[config.mk]
export PLATFORM = sky130hd
export DESIGN_NAME = opt_timer
export DESIGN_NICKNAME = d
export VERILOG_FILES = /design/src/opt_pkg.sv /design/src/opt_round_div.sv /design/src/opt_timer.sv
export SDC_FILE = /design/constraint.sdc
export NUM_CORES = 2
export LEC_CHECK = 0
export ABC_AREA = 1
export ABC_CLOCK_PERIOD_IN_PS = 11950
export BUFFER_PORTS_ARGS = -buffer_cell sky130_fd_sc_hd__buf_2
export CORE_ASPECT_RATIO = 1.4
export CORE_MARGIN = 2
export CORE_UTILIZATION = 40
export CTS_BUF_LIST = sky130_fd_sc_hd__clkbuf_8
export CTS_CLUSTER_SIZE = 28
export DETAILED_ROUTE_END_ITERATION = 12
export HOLD_SLACK_MARGIN = 0.12
export SETUP_SLACK_MARGIN = 0.1
export SLEW_MARGIN = 0
export SYNTH_ARGS = -nofsm -noshare
export SYNTH_HDL_FRONTEND = slang
export SYNTH_SLANG_ARGS = --single-unit
[constraint.sdc]
create_clock -name clk_in -period 11.95 [get_ports clk_in]
set_input_delay 1.195 -clock clk_in [delete_from_list [all_inputs] [get_ports clk_in]]
set_output_delay 1.195 -clock clk_in [all_outputs]
set_load 0.05 [all_outputs]
[src/opt_pkg.sv]
// ****************************************************************
// Output pulse timer constants and types
// ****************************************************************
package opt_pkg;

   // ****************************************************************
   // Clock and tick timing
   // ****************************************************************
   localparam int CLK_PERIOD_PS  = 5000;     // System clock period
   localparam int TICK_PERIOD_US = 1;        // Timer tick period
   localparam int PS_PER_US      = 1000000;  // Unit conversion
   // Clock cycles per tick, rounded down, never below one
   localparam int TICK_CYC_RAW   = (TICK_PERIOD_US * PS_PER_US)
                                   / CLK_PERIOD_PS;
   localparam int TICK_CYC       = (TICK_CYC_RAW < 1) ? 1 : TICK_CYC_RAW;

   // ****************************************************************
   // Widths and limits
   // ****************************************************************
   localparam int ADDR_W    = 8;             // Register address width
   localparam int DATA_W    = 32;            // Register data width
   localparam int COUNT_W   = 12;            // Count setting width
   localparam int BASE_W    = 16;            // Tick base width
   localparam int REMAIN_W  = COUNT_W + BASE_W; // Product width
   localparam int NUM_W     = DATA_W + 1;    // Rounded dividend width

   localparam logic [COUNT_W-1:0] DLY_COUNT_MIN = 12'h000;
   localparam logic [COUNT_W-1:0] DUR_COUNT_MIN = 12'h001;
   localparam logic [COUNT_W-1:0] COUNT_MAX     = 12'hfff;
   localparam logic [BASE_W-1:0]  BASE_MIN      = 16'h0001;

   // ****************************************************************
   // Reset values
   // ****************************************************************
   localparam logic [COUNT_W-1:0] DLY_COUNT_RST = 12'h000;
   localparam logic [COUNT_W-1:0] DUR_COUNT_RST = 12'h001;
   localparam logic [BASE_W-1:0]  BASE_RST      = 16'h0001;

   // ****************************************************************
   // Register offsets (byte addresses)
   // ****************************************************************
   localparam logic [ADDR_W-1:0] OFS_DLY_COUNT = 8'h00;
   localparam logic [ADDR_W-1:0] OFS_DLY_BASE  = 8'h04;
   localparam logic [ADDR_W-1:0] OFS_DLY_ABS   = 8'h08;
   localparam logic [ADDR_W-1:0] OFS_DUR_COUNT = 8'h0c;
   localparam logic [ADDR_W-1:0] OFS_DUR_BASE  = 8'h10;
   localparam logic [ADDR_W-1:0] OFS_DUR_ABS   = 8'h14;
   localparam logic [ADDR_W-1:0] OFS_OUT_LEVEL = 8'h18;
   localparam logic [ADDR_W-1:0] OFS_SNAPSHOT  = 8'h1c;
   localparam logic [ADDR_W-1:0] OFS_STATUS    = 8'h20;

   // ****************************************************************
   // Field positions
   // ****************************************************************
   localparam int SNAP_IN_BIT   = 0;         // Input line level
   localparam int SNAP_OUT_BIT  = 16;        // Output line level
   localparam int STAT_BUSY_BIT = 0;         // Conversion running
   localparam int STAT_RUN_BIT  = 1;         // Timer not idle

   // ****************************************************************
   // Types
   // ****************************************************************
   typedef enum logic [1:0] {
      OPT_IDLE,
      OPT_DELAY,
      OPT_HIGH
   } opt_phase_t;

   // Register port request
   typedef struct packed {
      logic              wr;
      logic              rd;
      logic [ADDR_W-1:0] addr;
      logic [DATA_W-1:0] wdata;
   } opt_req_t;

endpackage

[src/opt_round_div.sv]
`timescale 1ns/1ps
// ****************************************************************
// Serial restoring divider, one quotient bit per cycle
// ****************************************************************
module opt_round_div
   import opt_pkg::*;
#(
   parameter int NW = NUM_W,                 // Dividend width
   parameter int DW = BASE_W                 // Divisor width
) (
   input  wire logic          clk_in,
   input  wire logic          rst_in,
   input  wire logic          start_in,      // Start pulse
   input  wire logic [NW-1:0] num_in,        // Dividend
   input  wire logic [DW-1:0] den_in,        // Divisor, never zero
   output logic               busy_out,      // Division running
   output logic               done_out,      // Result pulse
   output logic      [NW-1:0] quo_out        // Quotient
);

   localparam int SW = $clog2(NW);           // Step counter width

   // Whole state of the divider
   typedef struct packed {
      logic          busy;
      logic          done;
      logic [SW-1:0] step;
      logic [DW-1:0] rem;
      logic [NW-1:0] num;
      logic [DW-1:0] den;
      logic [NW-1:0] quo;
   } opt_div_t;

   opt_div_t      q;                         // Registered state
   opt_div_t      d;                         // Next state
   logic [DW:0]   trial;                     // Shifted remainder

   // ****************************************************************
   // Next state
   // ****************************************************************
   always_comb begin
      d = q;
      d.done = 1'b0;
      trial = {q.rem, q.num[NW-1]};
      if (start_in && !q.busy) begin
         // Load operands
         d.busy = 1'b1;
         d.step = SW'(NW - 1);
         d.rem  = '0;
         d.num  = num_in;
         d.den  = den_in;
         d.quo  = '0;
      end else if (q.busy) begin
         // One restoring step
         d.num = {q.num[NW-2:0], 1'b0};
         if (trial >= {1'b0, q.den}) begin
            d.rem = DW'(trial - {1'b0, q.den});
            d.quo = {q.quo[NW-2:0], 1'b1};
         end else begin
            d.rem = trial[DW-1:0];
            d.quo = {q.quo[NW-2:0], 1'b0};
         end
         if (q.step == '0) begin
            d.busy = 1'b0;
            d.done = 1'b1;
         end else begin
            d.step = q.step - 1'b1;
         end
      end
   end

   // ****************************************************************
   // State register
   // ****************************************************************
   always_ff @(posedge clk_in) begin
      if (rst_in) begin
         q <= '0;
      end else begin
         q <= d;
      end
   end

   assign busy_out = q.busy;
   assign done_out = q.done;
   assign quo_out  = q.quo;

endmodule

[src/opt_timer.sv]
// The register offsets and the strobed register port are this design's own decisions.
`timescale 1ns/1ps
module opt_timer
   import opt_pkg::*;
#(
   parameter int TICK_CYCLES = TICK_CYC      // Clock cycles per tick
) (
   input  wire logic              clk_in,
   input  wire logic              rst_in,
   input  wire opt_req_t          reg_req_in,      // Register request
   output logic      [DATA_W-1:0] reg_rdata_out,   // Read data
   input  wire logic              exposure_in,     // Exposure active pin
   input  wire logic              line_in_in,      // Input line pin
   output logic                   line_out_out     // Timer output line
);

   localparam int TW = $clog2(TICK_CYCLES + 1);    // Tick counter width

   // ****************************************************************
   // State
   // ****************************************************************
   typedef struct packed {
      logic [COUNT_W-1:0]  dly_cnt;          // Delay count
      logic [BASE_W-1:0]   dly_base;         // Delay tick base
      logic [COUNT_W-1:0]  dur_cnt;          // Duration count
      logic [BASE_W-1:0]   dur_base;         // Duration tick base
      opt_phase_t          phase;            // Timer phase
      logic [REMAIN_W-1:0] remain;           // Ticks left in phase
      logic [TW-1:0]       tick_cnt;         // Tick divider
      logic                tick;             // One microsecond enable
      logic [2:0]          trig_sync;        // Sync pair and history
      logic [1:0]          line_sync;        // Input line sync pair
      logic                line_out;         // Output line level
      logic                div_dur;          // Conversion target
      logic [DATA_W-1:0]   rdata;            // Read data
   } opt_state_t;

   opt_state_t         q;                    // Registered state
   opt_state_t         d;                    // Next state
   logic               trig_rise;            // Exposure start edge
   logic [NUM_W-1:0]   div_num;              // Rounded dividend
   logic [BASE_W-1:0]  div_den;              // Divisor
   logic               div_start;            // Conversion start
   logic               div_busy;             // Conversion running
   logic               div_done;             // Conversion result pulse
   logic [NUM_W-1:0]   div_quo;              // Conversion quotient
   logic [REMAIN_W-1:0] dly_prod;            // Delay in microseconds
   logic [REMAIN_W-1:0] dur_prod;            // Duration in microseconds

   // ****************************************************************
   // Helpers
   // ****************************************************************
   // Interval length in microseconds
   function automatic logic [REMAIN_W-1:0] interval(
      input logic [COUNT_W-1:0] cnt,
      input logic [BASE_W-1:0]  base
   );
      interval = REMAIN_W'(cnt) * REMAIN_W'(base);
   endfunction

   // Clamp a value into a count range
   function automatic logic [COUNT_W-1:0] clamp_count(
      input logic [NUM_W-1:0]   val,
      input logic [COUNT_W-1:0] lo
   );
      if (val > NUM_W'(COUNT_MAX)) begin
         clamp_count = COUNT_MAX;
      end else if (val < NUM_W'(lo)) begin
         clamp_count = lo;
      end else begin
         clamp_count = val[COUNT_W-1:0];
      end
   endfunction

   // Base value, zero lifted to the minimum
   function automatic logic [BASE_W-1:0] clamp_base(
      input logic [DATA_W-1:0] val
   );
      if (val > DATA_W'({BASE_W{1'b1}})) begin
         clamp_base = {BASE_W{1'b1}};
      end else if (val < DATA_W'(BASE_MIN)) begin
         clamp_base = BASE_MIN;
      end else begin
         clamp_base = val[BASE_W-1:0];
      end
   endfunction

   assign dly_prod  = interval(q.dly_cnt, q.dly_base);
   assign dur_prod  = interval(q.dur_cnt, q.dur_base);
   assign trig_rise = q.trig_sync[1] && !q.trig_sync[2];

   // ****************************************************************
   // Absolute to count conversion
   // ****************************************************************
   // Adding half a base before dividing rounds to nearest
   always_comb begin
      div_start = 1'b0;
      div_den   = q.dly_base;
      div_num   = NUM_W'(reg_req_in.wdata) + NUM_W'(q.dly_base >> 1);
      if (reg_req_in.wr && !div_busy) begin
         if (reg_req_in.addr == OFS_DLY_ABS) begin
            div_start = 1'b1;
         end else if (reg_req_in.addr == OFS_DUR_ABS) begin
            div_start = 1'b1;
            div_den   = q.dur_base;
            div_num   = NUM_W'(reg_req_in.wdata)
                        + NUM_W'(q.dur_base >> 1);
         end
      end
   end

   opt_round_div #(
      .NW (NUM_W),
      .DW (BASE_W)
   ) u_div (
      .clk_in   (clk_in),
      .rst_in   (rst_in),
      .start_in (div_start),
      .num_in   (div_num),
      .den_in   (div_den),
      .busy_out (div_busy),
      .done_out (div_done),
      .quo_out  (div_quo)
   );

   // ****************************************************************
   // Next state
   // ****************************************************************
   always_comb begin
      d = q;
      d.rdata = '0;

      // Pin synchronisers and edge history
      d.trig_sync = {q.trig_sync[1:0], exposure_in};
      d.line_sync = {q.line_sync[0], line_in_in};

      // Microsecond tick enable
      d.tick = 1'b0;
      if (q.tick_cnt == TW'(TICK_CYCLES - 1)) begin
         d.tick_cnt = '0;
         d.tick     = 1'b1;
      end else begin
         d.tick_cnt = q.tick_cnt + 1'b1;
      end

      // Register writes
      if (reg_req_in.wr) begin
         unique case (reg_req_in.addr)
            OFS_DLY_COUNT: d.dly_cnt  = clamp_count(
                              NUM_W'(reg_req_in.wdata),
                              DLY_COUNT_MIN);
            OFS_DLY_BASE:  d.dly_base = clamp_base(
                              reg_req_in.wdata);
            OFS_DUR_COUNT: d.dur_cnt  = clamp_count(
                              NUM_W'(reg_req_in.wdata),
                              DUR_COUNT_MIN);
            OFS_DUR_BASE:  d.dur_base = clamp_base(
                              reg_req_in.wdata);
            OFS_DLY_ABS:   d.div_dur  = div_start ? 1'b0 : q.div_dur;
            OFS_DUR_ABS:   d.div_dur  = div_start ? 1'b1 : q.div_dur;
            default: begin
               // Read-only or unmapped, ignored
            end
         endcase
      end

      // Converted count lands in its target
      if (div_done) begin
         if (q.div_dur) begin
            d.dur_cnt = clamp_count(div_quo, DUR_COUNT_MIN);
         end else begin
            d.dly_cnt = clamp_count(div_quo, DLY_COUNT_MIN);
         end
      end

      // Register reads, data valid next cycle
      if (reg_req_in.rd) begin
         unique case (reg_req_in.addr)
            OFS_DLY_COUNT: d.rdata = DATA_W'(q.dly_cnt);
            OFS_DLY_BASE:  d.rdata = DATA_W'(q.dly_base);
            OFS_DLY_ABS:   d.rdata = DATA_W'(dly_prod);
            OFS_DUR_COUNT: d.rdata = DATA_W'(q.dur_cnt);
            OFS_DUR_BASE:  d.rdata = DATA_W'(q.dur_base);
            OFS_DUR_ABS:   d.rdata = DATA_W'(dur_prod);
            OFS_OUT_LEVEL: d.rdata = DATA_W'(q.line_out);
            OFS_SNAPSHOT: begin
               d.rdata[SNAP_IN_BIT]  = q.line_sync[1];
               d.rdata[SNAP_OUT_BIT] = q.line_out;
            end
            OFS_STATUS: begin
               d.rdata[STAT_BUSY_BIT] = div_busy;
               d.rdata[STAT_RUN_BIT]  = (q.phase != OPT_IDLE);
            end
            default: begin
               // Unmapped reads return zero
            end
         endcase
      end

      // Pulse sequencer, triggers while running are ignored
      unique case (q.phase)
         OPT_IDLE: begin
            if (trig_rise) begin
               if (dly_prod == '0) begin
                  d.phase    = OPT_HIGH;
                  d.remain   = dur_prod;
                  d.line_out = 1'b1;
               end else begin
                  d.phase  = OPT_DELAY;
                  d.remain = dly_prod;
               end
            end
         end
         OPT_DELAY: begin
            if (q.tick) begin
               if (q.remain == REMAIN_W'(1)) begin
                  d.phase    = OPT_HIGH;
                  d.remain   = dur_prod;
                  d.line_out = 1'b1;
               end else begin
                  d.remain = q.remain - 1'b1;
               end
            end
         end
         OPT_HIGH: begin
            if (q.tick) begin
               if (q.remain == REMAIN_W'(1)) begin
                  d.phase    = OPT_IDLE;
                  d.line_out = 1'b0;
               end else begin
                  d.remain = q.remain - 1'b1;
               end
            end
         end
         default: begin
            d.phase    = OPT_IDLE;
            d.line_out = 1'b0;
         end
      endcase
   end

   // ****************************************************************
   // State register
   // ****************************************************************
   always_ff @(posedge clk_in) begin
      if (rst_in) begin
         q          <= '0;
         q.dly_cnt  <= DLY_COUNT_RST;
         q.dly_base <= BASE_RST;
         q.dur_cnt  <= DUR_COUNT_RST;
         q.dur_base <= BASE_RST;
         q.phase    <= OPT_IDLE;
      end else begin
         q <= d;
      end
   end

   assign reg_rdata_out = q.rdata;
   assign line_out_out  = q.line_out;
endmodule

==> flow_summary.toml <==
[die]
io_pins = 79
fp.dieW_um = 225
start_util = 0.404
die-area_um2 = 70500
die_h_um = 313
rows = 113
core_area_um2 = 67700

[power]
clkPwrFrac = 0.357
vdd_drop_max_v = 0.0000777
combinationalPowerShare = 0.295
p_leak_nw = 15.6
seqPwrFrac = 0.347
p_switching_mw = 0.966
power_density_nw_per_um2 = 87.5
swShare = 0.378
p_int_mw = 1.59

[setup_path]
crit_top_cell = "nand2_1"
endpoint = "q[50]"
critPathLaunch = "q[119]"
worstSetupPathDepth = 24
reg2reg_slack_ns = 5.41
slowest_stage = "dfxtp_1"
cp.buffers_inverters = 4
critPathMaxStageDelay_ns = 0.87
critPathRequiredTime_ns = 12.52
critical_path_arrival_ns = 7.12
cp_max_fo = 17
rr_worst_depth = 24
worstSetupPathType = "reg2reg"
crit_chain = "nand2_1, fa_1, inv_1, fa_1, inv_1, fa_1, fa_1, inv_1, fa_1, ha_1, nand2_1, inv_1, nand2_1, nor3_1, nand2_1, nand3_1, nand2_1, nor2_1, nand2_1, nor2_2, nand2_2, o21ai_0, nand2_1, a21oi_1"
endpoint_kind = "flop"
reg2reg_to = "q[50]"
worstSetupStartpointType = "flop"
crit_family = "adder cells"
r2r_start = "q[119]"

[synth]
synth-xor-area-share = 0.0202
synthMuxAreaShare = 0
ys_seq_area_frac = 0.173
synthSimpleGateAreaFrac = 0.245
synthArstFlopShare = 0
synthFlopType = "dfxtp_1"
synth_compound_area_frac = 0.132
synth_cell_type_count = 53
synth_edf_count = 0
syn_inst = 4005
synth_top_family_by_area = "adder cells"
yosys_warnings = 0
syn_area_um2 = 27300
synth.avg_cell_area_um2 = 6.83
synth_fa_ha_area_frac = 0.292
ys_ff_latch = 236

[route]
vias_per_cell = 5.32
firstDrtPassIters = 7
routed_wl_mm = 92.6
ant_nets = 0
dr.first_iter.drc_count = 1783
route.vias.total = 25900
wl_per_cell_um = 19.0
route.detailed.drc = 0

[clock_tree]
ctsHoldBuffers = 0
cts_setup_buffers = 0
cts-htree-levels = 2
cts_tree = "done"
clockBufferDepth = 3
path_clk_slew_ns = 0.08
cts_made_buffers = 43
cts_resized = 0
clock-sinks = 236
root_buffer = "clkbuf_8"
clk_latency_ns = 0.68

[sta]
relSlewSlack = 0.275
finalHoldViolations = 0
setup_ws_ns = 5.41
finalCritPeriodShare = 0.548
maxSlewViolCount = 0
final.setup.tns_ns = 0
fin_skew_ns = 0.0557
setup_viol = 0
worst_pin_slew_ns = 1.08
fin_crit_ns = 6.54
fmax_ghz = 0.153
rsz0062_at_grt = "no"
holdWs_ns = 0.381

[outcome]
status = "finished, final reports clean"

[cells_and_area]
post-route-util = 0.431
drive_above_1_share = 0.0582
areaGrowthSynthToFinish_pct = 6.85
nNetsFinal = 4484
regArea_um2 = 4730
num-fill-cells = 7161
design_area_um2 = 29200
multi_input_area_um2 = 18900

[placed_design]
place.gp.congestion = 0.969
hpwl_mm = 72.1
port-buffer-count = 74
pre_cts_ws_ns = 5.41
placed_area_um2 = 28200

[job]
drv_cap = 0

[global_route]
antenna_found_initial = 7
track_usage = 0.262
grt_pass1_vias = 25600
grt_pass1_wl_mm = 143
grt_max_degree = 83
grt_overflow = 0

[hold_path]
hold_path.class = "reg2reg"
min_path_cells = 2
flip-flops by register name (all words and copies together), names as in the netlist:
| register | flops |
|---|---|
| d | 3 |
| q | 98 |
| reg_rdata_out | 28 |
| line_out_out | 1 |
| u_div.q | 71 |
| u_div.done_out | 1 |
| u_div.quo_out | 33 |
| u_div.busy_out | 1 |
routing by layer:
layer,vias up,track usage,wire length (µm)
met3,257,0.0359,5430
met2,856,0.450,44800
li1,12400,-,-
met4,6,0.171,6670
met5,-,0,34
met1,12400,0.305,35700
placed cells by master, fill, tap and decap left out, drive strengths merged, types with 9 or more instances in the layout:
cell	count
nand3	161
o21ai	202
a31oi	25
o21bai	9
nand4	38
nor2	241
o211ai	26
buf	113
a21oi	271
or2	13
ha	186
a21o	10
clkbuf	53
nand2	1108
inv	766
xor2	29
nor4	23
fa	283
nand3b	9
o22ai	36
dfxtp	236
nor3	32
a221oi	16
xnor2	34
clkinv	13
o2111ai	9
tightest hold or removal path, stage by stage (launching register included):
cell and delay (ns):
dfxtp_1 0.30, inv_1 0.04, nor2_1 0.03
through the flow:
stage          total power [mW]  instances
2_1_floorplan              1.43       4008
3_3_place_gp               1.65       4786
3_5_place_dp               1.65       4786
4_1_cts                    2.57       4865
5_1_grt                    2.71       4867
6_report                   2.56       4868
worst min path at each step:
stage          startpoint  slack (ns)  endpoint
6_report            d[37]        0.38     d[38]
3_3_place_gp        d[35]        0.40     q[35]
3_5_place_dp        d[37]        0.41     d[38]
5_1_grt             d[37]        0.41     d[38]
2_1_floorplan       d[37]        0.39     d[38]
4_1_cts             d[37]        0.38     d[38]
power by group through the flow:
stage | Clock, mW | Combinational (mW) | Sequential [mW]
after floorplan | 0 | 0.547 | 0.887
after global placement | 0 | 0.744 | 0.904
after detailed placement | 0 | 0.743 | 0.903
after CTS | 0.936 | 0.746 | 0.886
after global routing | 0.966 | 0.847 | 0.894
final | 0.914 | 0.754 | 0.888
layout make-up:
| type | count | share of cell area |
|---|---|---|
| clock inverter | 26 | 0.00912 |
| sequential | 236 | 0.162 |
| multi-input combinational | 2814 | 0.646 |
| timing repair buffer | 113 | 0.0227 |
| clock buffer | 53 | 0.0250 |
| antenna | 3 | 0.000257 |
| inverter | 761 | 0.0978 |
| tap | 862 | 0.0369 |
cells in the mapped netlist (5+ instances only):
cell / number / area, µm²
a21oi_1: 270 / 1350
buf_2: 12 / 60.1
a221oi_1: 16 / 140
o21bai_1: 9 / 67.6
dfxtp_1: 236 / 4720
a211oi_1: 8 / 60.1
o221ai_1: 6 / 52.6
o21a_1: 5 / 37.5
buf_1: 14 / 52.6
or2_2: 13 / 81.3
a21boi_0: 6 / 45.0
o2111ai_1: 9 / 78.8
nor2_2: 10 / 62.6
o21ai_0: 191 / 956
nand2_2: 5 / 31.3
ha_1: 186 / 2330
a31oi_1: 25 / 156
buf_4: 34 / 255
clkinv_1: 5 / 18.8
xor2_1: 29 / 254
nand3_1: 161 / 806
nor2_1: 228 / 856
inv_1: 745 / 2800
a21o_1: 10 / 75.1
xnor2_1: 34 / 298
o21ai_1: 11 / 55.1
clkbuf_1: 135 / 507
nor4_1: 23 / 144
and2_1: 5 / 31.3
o211ai_1: 26 / 195
o22ai_1: 36 / 225
nor3_1: 29 / 145
nand2_1: 1103 / 4140
inv_2: 11 / 41.3
nand3b_1: 9 / 67.6
nand4_1: 38 / 238
fa_1: 283 / 5670
o31ai_1: 7 / 52.6
kinds of logic (layout without fill, tap and decap cells):
| group | Yosys count | count (layout) |
|---|---|---|
| other cells | 1 | 7 |
| xor+xnor | 63 | 63 |
| flops | 236 | 236 |
| compound gates | 643 | 643 |
| simple gates | 1635 | 1635 |
| fa+ha+maj | 469 | 469 |
| buf+inv | 958 | 953 |
(Power assumes the default switching activity.)
